File: config.mk
export PLATFORM = sky130hd
export DESIGN_NAME = ssn_engine
export DESIGN_NICKNAME = d
export VERILOG_FILES = /design/src/common/ssn_pkg.sv /design/src/rtl/ssn_sync.sv /design/src/rtl/ssn_dreg.sv /design/src/rtl/ssn_engine.sv
export VERILOG_INCLUDE_DIRS = /design/src /design/src/common
export SDC_FILE = /design/constraint.sdc
export NUM_CORES = 1
export LEC_CHECK = 0
export BUFFER_PORTS_ARGS = -buffer_cell sky130_fd_sc_hd__buf_4
export CAP_MARGIN = 15
export CORE_ASPECT_RATIO = 1.2
export CORE_MARGIN = 2
export CORE_UTILIZATION = 55
export CTS_CLUSTER_DIAMETER = 80
export CTS_CLUSTER_SIZE = 8
export DETAILED_ROUTE_END_ITERATION = 10
export PLACE_DENSITY = 0.8
export SYNTH_ARGS = -nofsm -noshare
export SYNTH_HDL_FRONTEND = slang
export SYNTH_HIERARCHICAL = 1
export SYNTH_SLANG_ARGS = --single-unit
File: constraint.sdc
create_clock -name clk -period 3.1 [get_ports clk]
set_input_delay 0.62 -clock clk [delete_from_list [all_inputs] [get_ports clk]]
set_output_delay 0.62 -clock clk [all_outputs]
set_load 0.005 [all_outputs]
File: src/common/ssn_defines.svh
// Constants of the serial NAND command engine
`ifndef SSN_DEFINES_SVH
`define SSN_DEFINES_SVH

// ----------------------------------------------------------------------
// Opcode field of the command byte
// ----------------------------------------------------------------------
`define SSN_OP_STATUS  4'h0
`define SSN_OP_SETADDR 4'h1
`define SSN_OP_INC     4'h2
`define SSN_OP_READ    4'h3
`define SSN_OP_WRITE   4'h4
`define SSN_OP_ERASE   4'h5
`define SSN_OP_SHIN    4'h6
`define SSN_OP_SHOUT   4'h7
`define SSN_OP_RDLAST  4'ha
`define SSN_OP_WEN     4'hc
`define SSN_OP_WDIS    4'hd
`define SSN_OP_WRLAST  4'he

// ----------------------------------------------------------------------
// Framing, codes and geometry
// ----------------------------------------------------------------------
`define SSN_RSV_ZERO   3'h0
`define SSN_BIT_LAST   3'h7
`define SSN_BIT_START  3'h1
`define SSN_SEC_CODE   8'h55
`define SSN_CNT_ZERO   8'h00
`define SSN_STAT_CNT   8'h07
`define SSN_LARGE      1'b0
`define SSN_LAST_BLK_S 8'h7f
`define SSN_LAST_BLK_L 8'hfe
`define SSN_ADDR_ONE   15'h0001
`define SSN_PAGE_ZERO  8'h00
`define SSN_DREG_W     256
`define SSN_SYNC_W     3

// Status byte bit positions
`define SSN_ST_BUSY    7
`define SSN_ST_PASS    6
`define SSN_ST_WEL     5
`define SSN_ST_SIZE    0

`endif

File: src/common/ssn_pkg.sv
// Types of the serial NAND command engine
package ssn_pkg;

  // Parser states
  typedef enum logic [2:0] {
    ST_HUNT   = 3'b000,
    ST_CMD    = 3'b001,
    ST_ARG1   = 3'b010,
    ST_ARG2   = 3'b011,
    ST_SHIN   = 3'b100,
    ST_SHOUT  = 3'b101,
    ST_STAT   = 3'b110,
    ST_IGNORE = 3'b111
  } ssn_state_t;

  // Array sequencer phases
  typedef enum logic [1:0] {
    AP_IDLE = 2'b00,
    AP_PRE  = 2'b01,
    AP_RUN  = 2'b10
  } ssn_aph_t;

  // Array operations
  typedef enum logic [1:0] {
    AOP_READ  = 2'b00,
    AOP_PROG  = 2'b01,
    AOP_ERASE = 2'b10
  } ssn_aop_t;

  // Request to the array
  typedef struct packed {
    ssn_aop_t   op;
    logic [7:0] block;
    logic [7:0] page;
  } ssn_areq_t;

  // Synchronised pins
  typedef struct packed {
    logic cs_n;
    logic sck;
    logic din;
  } ssn_pins_t;

endpackage : ssn_pkg

File: src/rtl/ssn_sync.sv
// Two-flop synchronisers for the serial pins
`timescale 1ns/1ps
`default_nettype none
`include "ssn_defines.svh"

module ssn_sync (
  input  wire logic                   clk,    // System clock
  input  wire logic                   resetn, // Async reset, active low
  input  wire logic [`SSN_SYNC_W-1:0] async_i, // Pins from outside
  output logic      [`SSN_SYNC_W-1:0] sync_o   // Synchronised pins
);
  import ssn_pkg::*;

  logic [`SSN_SYNC_W-1:0] meta_q;

  // ----------------------------------------------------------------------
  // One pair of flops per pin; reset value is idle-high
  // ----------------------------------------------------------------------
  genvar gi;
  generate
    for (gi = 0; gi < `SSN_SYNC_W; gi++) begin : g_bit
      always_ff @(posedge clk or negedge resetn) begin
        if (!resetn) begin
          meta_q[gi] <= 1'b1;
          sync_o[gi] <= 1'b1;
        end else begin
          meta_q[gi] <= async_i[gi];
          sync_o[gi] <= meta_q[gi];
        end
      end
    end
  endgenerate

endmodule : ssn_sync
`default_nettype wire

File: src/rtl/ssn_dreg.sv
// 32-byte data register with shift and parallel load
`timescale 1ns/1ps
`default_nettype none
`include "ssn_defines.svh"

module ssn_dreg (
  input  wire logic                   clk,       // System clock
  input  wire logic                   resetn,    // Async reset, active low
  input  wire logic                   load_en,   // Parallel load strobe
  input  wire logic [`SSN_DREG_W-1:0] load_val,  // Page from array
  input  wire logic                   shift_en,  // Shift one bit in at LSB
  input  wire logic                   shift_bit, // Bit entering LSB
  output logic      [`SSN_DREG_W-1:0] data       // Register contents
);
  import ssn_pkg::*;

  // ----------------------------------------------------------------------
  // Storage; load wins since shifts are refused while busy anyway
  // ----------------------------------------------------------------------
  always_ff @(posedge clk or negedge resetn) begin
    if (!resetn) begin
      data <= '0;
    end else if (load_en) begin
      data <= load_val;
    end else if (shift_en) begin
      data <= {data[`SSN_DREG_W-2:0], shift_bit};
    end
  end

endmodule : ssn_dreg
`default_nettype wire

File: src/rtl/ssn_engine.sv
// Command engine of the serial NAND memory: parser, address, array sequencer
`timescale 1ns/1ps
`default_nettype none
`include "ssn_defines.svh"

module ssn_engine (
  input  wire logic                   clk,           // System clock, 40 MHz
  input  wire logic                   resetn,        // Async reset, active low
  input  wire logic                   cs_n,          // Chip select pin, active low
  input  wire logic                   serial_clock,  // Serial clock pin
  input  wire logic                   serial_in,     // Serial data in pin
  output logic                        serial_out,    // Serial data out pin
  output logic                        serial_out_oe, // High while driving serial_out
  output logic                        array_req,     // One-cycle array request
  output var ssn_pkg::ssn_areq_t      array_cmd,     // Array op and address
  output logic      [`SSN_DREG_W-1:0] array_wdata,   // Merged page to program
  input  wire logic [`SSN_DREG_W-1:0] array_rdata,   // Page read from array
  input  wire logic                   array_done,    // Array op finished, pulse
  input  wire logic                   array_fail,    // Qualifies done: op failed
  output logic                        busy,          // Array operation running
  output logic                        write_enabled  // Write-enable latch
);
  import ssn_pkg::*;

  ssn_state_t             st_q, st_d, cmd_next, a1_next;
  ssn_aph_t               aph_q;
  ssn_areq_t              areq_q;
  ssn_pins_t              p;
  logic [`SSN_SYNC_W-1:0] pin_s;
  logic [`SSN_DREG_W-1:0] dreg, wdata_q;
  logic [7:0]             sh_q, cnt_q, arg1_q, blk_q, pg_q, stat_sh_q;
  logic [3:0]             cmd_q;
  logic [2:0]             bcnt_q;
  logic                   sck_q, cs_q, so_q, oe_q, req_q, busy_q, wel_q, pass_q;

  // ----------------------------------------------------------------------
  // Pin synchronisers and edge detection
  // ----------------------------------------------------------------------
  ssn_sync u_sync (
    .clk     (clk),
    .resetn  (resetn),
    .async_i ({cs_n, serial_clock, serial_in}),
    .sync_o  (pin_s)
  );
  assign p = pin_s;

  // Edges seen on synchronised copies; SK ignored while deselected
  wire sck_rise = p.sck & ~sck_q & ~p.cs_n;
  wire sck_fall = ~p.sck & sck_q & ~p.cs_n;
  wire cs_rise  = p.cs_n & ~cs_q;

  always_ff @(posedge clk or negedge resetn) begin
    if (!resetn) begin
      sck_q <= 1'b1;
      cs_q  <= 1'b1;
    end else begin
      sck_q <= p.sck;
      cs_q  <= p.cs_n;
    end
  end

  // ----------------------------------------------------------------------
  // Byte assembly and command decode
  // ----------------------------------------------------------------------
  wire       in_byte   = (st_q == ST_CMD) | (st_q == ST_ARG1) | (st_q == ST_ARG2);
  wire [7:0] new_byte  = {sh_q[6:0], p.din};
  wire       byte_done = sck_rise & in_byte & (bcnt_q == `SSN_BIT_LAST);
  wire [3:0] opc       = new_byte[6:3];
  wire       rsv_ok    = (new_byte[2:0] == `SSN_RSV_ZERO);
  wire       sec_ok    = (new_byte == `SSN_SEC_CODE);
  wire       cmd_done  = byte_done & (st_q == ST_CMD);
  wire       a1_done   = byte_done & (st_q == ST_ARG1);
  wire       a2_done   = byte_done & (st_q == ST_ARG2);
  wire       cmd_ok    = cmd_done & rsv_ok;
  wire       arg_cmd   = opc inside {`SSN_OP_SETADDR, `SSN_OP_WRITE, `SSN_OP_ERASE,
                                     `SSN_OP_SHIN, `SSN_OP_SHOUT, `SSN_OP_WRLAST};
  wire       imm_cmd   = opc inside {`SSN_OP_INC, `SSN_OP_READ, `SSN_OP_RDLAST};

  // Execute strobes; write-latch commands bypass the busy check
  wire do_wen    = cmd_ok & (opc == `SSN_OP_WEN);
  wire do_wdis   = cmd_ok & (opc == `SSN_OP_WDIS);
  wire do_stat   = cmd_ok & (opc == `SSN_OP_STATUS);
  wire do_inc    = cmd_ok & ~busy_q & (opc == `SSN_OP_INC);
  wire do_read   = cmd_ok & ~busy_q & ((opc == `SSN_OP_READ) | (opc == `SSN_OP_RDLAST));
  wire do_setad  = a2_done & (cmd_q == `SSN_OP_SETADDR);
  wire prog_try  = a1_done & sec_ok &
                   ((cmd_q == `SSN_OP_WRITE) | (cmd_q == `SSN_OP_WRLAST));
  wire do_prog   = prog_try & wel_q;
  wire erase_try = a2_done & sec_ok & (cmd_q == `SSN_OP_ERASE) & wel_q;
  wire [7:0] last_blk = `SSN_LARGE ? `SSN_LAST_BLK_L : `SSN_LAST_BLK_S;
  wire erase_bad = erase_try & (arg1_q >= last_blk); // Last block never erased
  wire do_erase  = erase_try & ~erase_bad;
  wire do_shcnt  = a1_done & ((cmd_q == `SSN_OP_SHIN) | (cmd_q == `SSN_OP_SHOUT));

  // Next state after a command byte and after the first argument
  assign cmd_next = !rsv_ok                ? ST_IGNORE :
                    (opc == `SSN_OP_STATUS) ? ST_STAT   :
                    (do_wen | do_wdis)      ? ST_HUNT   :
                    busy_q                  ? ST_IGNORE :
                    arg_cmd                 ? ST_ARG1   :
                    imm_cmd                 ? ST_HUNT   : ST_IGNORE;
  assign a1_next  = ((cmd_q == `SSN_OP_SETADDR) | (cmd_q == `SSN_OP_ERASE)) ? ST_ARG2 :
                    (cmd_q == `SSN_OP_SHIN)  ? ST_SHIN  :
                    (cmd_q == `SSN_OP_SHOUT) ? ST_SHOUT : ST_HUNT;

  // Parser state; chip select high forces the hunt for a start bit
  always_comb begin
    st_d = st_q;
    if (cs_rise | p.cs_n) begin
      st_d = ST_HUNT;
    end else if (sck_rise) begin
      unique case (st_q)
        ST_HUNT:   if (p.din) st_d = ST_CMD;
        ST_CMD:    if (byte_done) st_d = cmd_next;
        ST_ARG1:   if (byte_done) st_d = a1_next;
        ST_ARG2:   if (byte_done) st_d = ST_HUNT;
        ST_SHIN,
        ST_SHOUT,
        ST_STAT:   if (cnt_q == `SSN_CNT_ZERO) st_d = ST_HUNT;
        ST_IGNORE: st_d = ST_IGNORE;
      endcase
    end
  end

  always_ff @(posedge clk or negedge resetn) begin
    if (!resetn) st_q <= ST_HUNT;
    else         st_q <= st_d;
  end

  // Bit counter and byte shifter; start bit counts as first bit
  always_ff @(posedge clk or negedge resetn) begin
    if (!resetn) begin
      bcnt_q <= 3'h0;
      sh_q   <= 8'h00;
    end else if (sck_rise & (st_q == ST_HUNT)) begin
      bcnt_q <= `SSN_BIT_START;
      sh_q   <= {7'h00, p.din};
    end else if (sck_rise & in_byte) begin
      bcnt_q <= bcnt_q + 3'h1;
      sh_q   <= new_byte;
    end
  end

  // Opcode and first argument hold for the rest of the command
  always_ff @(posedge clk or negedge resetn) begin
    if (!resetn) begin
      cmd_q  <= 4'h0;
      arg1_q <= 8'h00;
    end else begin
      if (cmd_done) cmd_q <= opc;
      if (a1_done) arg1_q <= new_byte;
    end
  end

  // ----------------------------------------------------------------------
  // Bit counts for shift-in, shift-out and status
  // ----------------------------------------------------------------------
  wire sh_state = (st_q == ST_SHIN) | (st_q == ST_SHOUT) | (st_q == ST_STAT);
  wire out_st   = (st_q == ST_SHOUT) | (st_q == ST_STAT);
  wire [7:0] status = {busy_q, pass_q, wel_q, 4'h0, `SSN_LARGE};

  always_ff @(posedge clk or negedge resetn) begin
    if (!resetn) begin
      cnt_q <= 8'h00;
    end else if (do_shcnt) begin
      cnt_q <= new_byte;
    end else if (do_stat) begin
      cnt_q <= `SSN_STAT_CNT;
    end else if (sck_rise & sh_state) begin
      cnt_q <= cnt_q - 8'h01;
    end
  end

  // Status byte goes out MSB first on falling edges
  always_ff @(posedge clk or negedge resetn) begin
    if (!resetn) begin
      stat_sh_q <= 8'h00;
    end else if (do_stat) begin
      stat_sh_q <= status;
    end else if (sck_fall & (st_q == ST_STAT)) begin
      stat_sh_q <= {stat_sh_q[6:0], 1'b0};
    end
  end

  // ----------------------------------------------------------------------
  // Data register; no shifts reach it while busy, parser refuses them
  // ----------------------------------------------------------------------
  wire dreg_load  = array_done & (aph_q == AP_RUN) & (areq_q.op == AOP_READ);
  wire dreg_shift = (sck_rise & (st_q == ST_SHIN)) |
                    (sck_fall & (st_q == ST_SHOUT));
  // Outgoing MSB re-enters at LSB, so a full pass restores the page
  wire dreg_bit   = (st_q == ST_SHIN) ? p.din : dreg[`SSN_DREG_W-1];

  ssn_dreg u_dreg (
    .clk       (clk),
    .resetn    (resetn),
    .load_en   (dreg_load),
    .load_val  (array_rdata),
    .shift_en  (dreg_shift),
    .shift_bit (dreg_bit),
    .data      (dreg)
  );

  // ----------------------------------------------------------------------
  // Serial output: data while shifting out, ready level otherwise
  // ----------------------------------------------------------------------
  wire so_bit = (st_q == ST_STAT) ? stat_sh_q[7] : dreg[`SSN_DREG_W-1];
  wire so_d   = !out_st  ? ~busy_q :
                sck_fall ? so_bit  : so_q;

  always_ff @(posedge clk or negedge resetn) begin
    if (!resetn) begin
      so_q <= 1'b1;
      oe_q <= 1'b0;
    end else begin
      so_q <= so_d;
      oe_q <= ~p.cs_n;
    end
  end

  // ----------------------------------------------------------------------
  // Address and write-enable latch
  // ----------------------------------------------------------------------
  // Page wraps into the next block; past the last block the value is junk
  wire [14:0] inc_sum = {blk_q, pg_q[6:0]} + `SSN_ADDR_ONE;

  always_ff @(posedge clk or negedge resetn) begin
    if (!resetn) begin
      blk_q <= 8'h00;
      pg_q  <= 8'h00;
    end else if (do_setad) begin
      blk_q <= arg1_q;
      pg_q  <= new_byte;
    end else if (do_inc) begin
      blk_q <= inc_sum[14:7];
      pg_q  <= {1'b0, inc_sum[6:0]};
    end
  end

  // Set wins if both ever coincide, never the case by decode
  always_ff @(posedge clk or negedge resetn) begin
    if (!resetn)      wel_q <= 1'b0;
    else if (do_wen)  wel_q <= 1'b1;
    else if (do_wdis) wel_q <= 1'b0;
  end

  // ----------------------------------------------------------------------
  // Array sequencer; runs on regardless of chip select
  // ----------------------------------------------------------------------
  wire       use_last = cmd_done ? (opc == `SSN_OP_RDLAST) : (cmd_q == `SSN_OP_WRLAST);
  wire [7:0] req_blk  = use_last ? last_blk : blk_q;
  wire [7:0] req_pg   = (use_last & `SSN_LARGE) ? pg_q : {1'b0, pg_q[6:0]};
  wire       start_rd = do_read | do_prog; // Program first reads for the merge

  always_ff @(posedge clk or negedge resetn) begin
    if (!resetn) begin
      aph_q  <= AP_IDLE;
      areq_q <= '{op: AOP_READ, block: 8'h00, page: 8'h00};
      req_q  <= 1'b0;
      busy_q <= 1'b0;
      pass_q <= 1'b1;
    end else begin
      req_q <= 1'b0;
      unique case (aph_q)
        AP_IDLE: begin
          if (start_rd) begin
            areq_q <= '{op: AOP_READ, block: req_blk, page: req_pg};
            aph_q  <= do_prog ? AP_PRE : AP_RUN;
            req_q  <= 1'b1;
            busy_q <= 1'b1;
          end else if (do_erase) begin
            areq_q <= '{op: AOP_ERASE, block: arg1_q, page: `SSN_PAGE_ZERO};
            aph_q  <= AP_RUN;
            req_q  <= 1'b1;
            busy_q <= 1'b1;
          end else if (erase_bad) begin
            pass_q <= 1'b0;
          end
        end
        AP_PRE: begin
          if (array_done & array_fail) begin
            aph_q  <= AP_IDLE;
            busy_q <= 1'b0;
            pass_q <= 1'b0;
          end else if (array_done) begin
            areq_q.op <= AOP_PROG;
            aph_q     <= AP_RUN;
            req_q     <= 1'b1;
          end
        end
        AP_RUN: begin
          if (array_done) begin
            aph_q  <= AP_IDLE;
            busy_q <= 1'b0;
            pass_q <= ~array_fail;
          end
        end
        default: aph_q <= AP_IDLE;
      endcase
    end
  end

  // Only cleared bits reach the array, so FFH leaves cells untouched
  always_ff @(posedge clk or negedge resetn) begin
    if (!resetn) begin
      wdata_q <= '1;
    end else if (array_done & (aph_q == AP_PRE)) begin
      wdata_q <= dreg & array_rdata;
    end
  end

  assign serial_out    = so_q;
  assign serial_out_oe = oe_q;
  assign array_req     = req_q;
  assign array_cmd     = areq_q;
  assign array_wdata   = wdata_q;
  assign busy          = busy_q;
  assign write_enabled = wel_q;
endmodule : ssn_engine
`default_nettype wire

==> impl_metrics.ini <==
[status]
outcome = finished clean

[grt]
grt_antenna_before_repair = 6
first_global_vias = 22000
grt_max_degree = 152
overflow = 0
track_usage_pct = 30.4
grt_pass1_wl_um = 119000

[clocking]
tritoncts = done
cts.clk_slew.worst_paths_ns = 0.05
clockBufferDepth = 3
cts_buffers = 84
cts_max_level = 3
clkSinkCount = 595
clock_latency_ns = 0.63
cts_root_buffer = clkbuf_16
cts_resized = 0

[worst_setup_path]
cp-start-kind = flip-flop
required_ns = 3.61
rrSetupSlack_ns = 0.48
crit_path_end_kind = flip-flop
r2r_end = array_cmd[10]$_DFFE_PN0N_
cpPeakStageDelay_ns = 0.85
critPathKind = reg -> reg
slowest_stage = or4b_2
crit_family = simple AND/OR/NAND/NOR gates
r2r_cells = 5
arrival_ns = 3.12
r2r_start = st_q[2]$_DFFE_PN0P_
worstPathCellList = or4b_2, o21ai_0, nand2_1, nor4_1, a211oi_1
cp_num_buf_inv = 0
critical_path.max_fanout = 14

[synth]
yosys.area.top_type = dfrtp_1
synthCells = 2657
ys_seq_area_share_pct = 57.5
ys.flop_type = dfrtp_1
synth_edf_count = 0
syn_area_um2 = 26500
synth_seq_cells = 595
synth_warnings = 6
yosysTopAreaCellShare_pct = 31.2
syn_area_per_cell_um2 = 9.97
synthTopCellsByArea = dfrtp_1, dfstp_2, nand2_1
syn_nets = 2929
ys_async_sr_fraction_pct = 100
synth_cell_types = 64

[sta]
rsz0062_at_grt = false
worst_pin_slew_ns = 0.846
setup_tns_ns = 0
clock.fmax_ghz = 0.382
max-slew-margin-rel_pct = 43.2
fin_skew_ns = 0.0260
drv_slew = 0
worst_slack_ns = 0.482
min_period_ns = 2.62
finalSetupViolCount = 0
period_share_pct = 84.4
hold_violations = 0

[finish]
area_growth_pct = 26.5
layout_common_cells = nand2_1, buf_4, dfrtp_1
filler_cell_count = 3500
drive_above_1_share_pct = 30.1
finalNetCount = 3447
layout_commonest_cell = nand2_1

[place]
globalplace.congestion = 0.895
dp_slack_ns = 0.532
hpwl_um = 53600
port_buffers = 540

[die]
core_um2 = 47800
die_area_um2 = 49900
die-width_um = 204
fp.dieH_um = 244
std_cell_rows = 88
start_util_pct = 55.4
io_pins = 542

[power_and_ir_drop]
switching_share_pct = 32.0
ir_worst_vdd_uv = 589
leakage_nw = 14.5
seqPwrFrac_pct = 47.0
power_frac_clock_pct = 27.8
p_sw_mw = 9.85
comb_power_share_pct = 25.2
finalPower_mw = 30.7
p_int_mw = 20.9
powerDensity_nw_per_um2 = 918

[routing]
vias = 21800
firstDrtPassIters = 5
drtIter0Drc = 1611
wl_per_cell_um = 19.7
totalWireLength_um = 76500
postRouteAntennaNets = 0
drc = 0
via_per_inst = 5.63

[worst_hold_path]
whs_endpoint = u_sync/meta_q[2]$_DFF_PN1_
hold_start = cs_n
whs_path_depth = 1
hold_path.class = in -> reg

[flow_run]
max_cap_violations = 0
## power by group through the flow
stage | Sequential, mW | Clock [mW] | Combinational [mW]
finish | 14.4 | 8.55 | 7.76
CTS | 14.4 | 8.67 | 7.79
detailed placement | 14.5 | 0 | 7.70
global route | 14.8 | 9.02 | 8.69
floorplan | 13.7 | 0 | 3.82
global placement | 14.3 | 0 | 7.35
## cell usage after synthesis, types with 13 or more instances
master,instances
dfstp_2,265
dfrtp_1,330
mux2_2,13
buf_8,25
o21ai_1,241
o21ai_0,292
inv_1,23
clkbuf_1,112
mux2i_1,259
nand2_1,818
a21oi_1,15
nor2_1,39
buf_2,17
nand3_1,20
## area by class of cell
class                   count  area [µm²]  area share (%)
clock buffers             146        2330            6.97
multi-input cells        1873       10200            30.5
diodes                      5        12.5          0.0374
well taps                 630         788            2.35
inverters                  23        86.3           0.258
flip-flops and latches    595       15200            45.4
clock inverters             8         116           0.347
repair buffers            598        4740            14.1
## through the flow
step / hold slack [ns] / instance area [µm²] / std cells / utilization (%)
floorplan: 0.324 / 26500 / 2657 / -
global placement: 0.356 / 31000 / 3718 / 64.9
detailed placement: 0.352 / 31000 / 3718 / 64.9
CTS: 0.0710 / 33500 / 3873 / 70.1
global route: 0.0845 / 33500 / 3878 / 70.1
finish: 0.105 / 33500 / 3878 / 70.1
## layer usage
| metal | share of wire, % | track usage (%) | routed length, µm |
|---|---|---|---|
| met5 | 0.017 | 0 | 13 |
| met1 | 38 | 36.9 | 29300 |
| met4 | 5.8 | 18.5 | 4470 |
| met2 | 50 | 50.6 | 38100 |
| met3 | 6.1 | 5.42 | 4670 |
## cells by family after synthesis
logic type,count (synthesis),share of synthesized area [%]
buffers and inverters,189,4.07
other,1,0.0142
AND/OR/NAND/NOR,964,14.9
XOR/XNOR,14,0.463
flip-flops,595,57.5
adder cells (fa/ha/maj),9,0.425
AO/OA/AOI/OAI,613,12.3
multiplexers,272,10.3
## state kept, by name, indices dropped and copies added, names as in the netlist, 4 cells and up
signal / count
cnt_q: 8
pg_q: 7
array_cmd: 17
sh_q: 7
blk_q: 8
arg1_q: 8
cmd_q: 4
array_wdata: 256
u_dreg/data: 256
## worst max-delay path by stage
stage,from,endpoint,cells past startpoint
after global placement,sh_q[4]$_DFFE_PN0P_,array_cmd[14]$_DFFE_PN0N_,6
after detailed placement,sck_q$_DFF_PN1_,u_dreg/data[142]$_DFFE_PN0P_,7
after CTS,sck_q$_DFF_PN1_,u_dreg/data[142]$_DFFE_PN0P_,7
final,st_q[2]$_DFFE_PN0P_,array_cmd[10]$_DFFE_PN0N_,5
after global routing,st_q[2]$_DFFE_PN0P_,cnt_q[7]$_DFFE_PN0P_,7
after floorplan,bcnt_q[0]$_DFFE_PN0P_,array_cmd[0]$_DFFE_PN0N_,9
## timing repair
action / in CTS / in global routing
buffers inserted: 0 / 0
hold buffers: 1 / 0
hold endpoints to repair: 8 / 0
(Power assumes the default switching activity.)
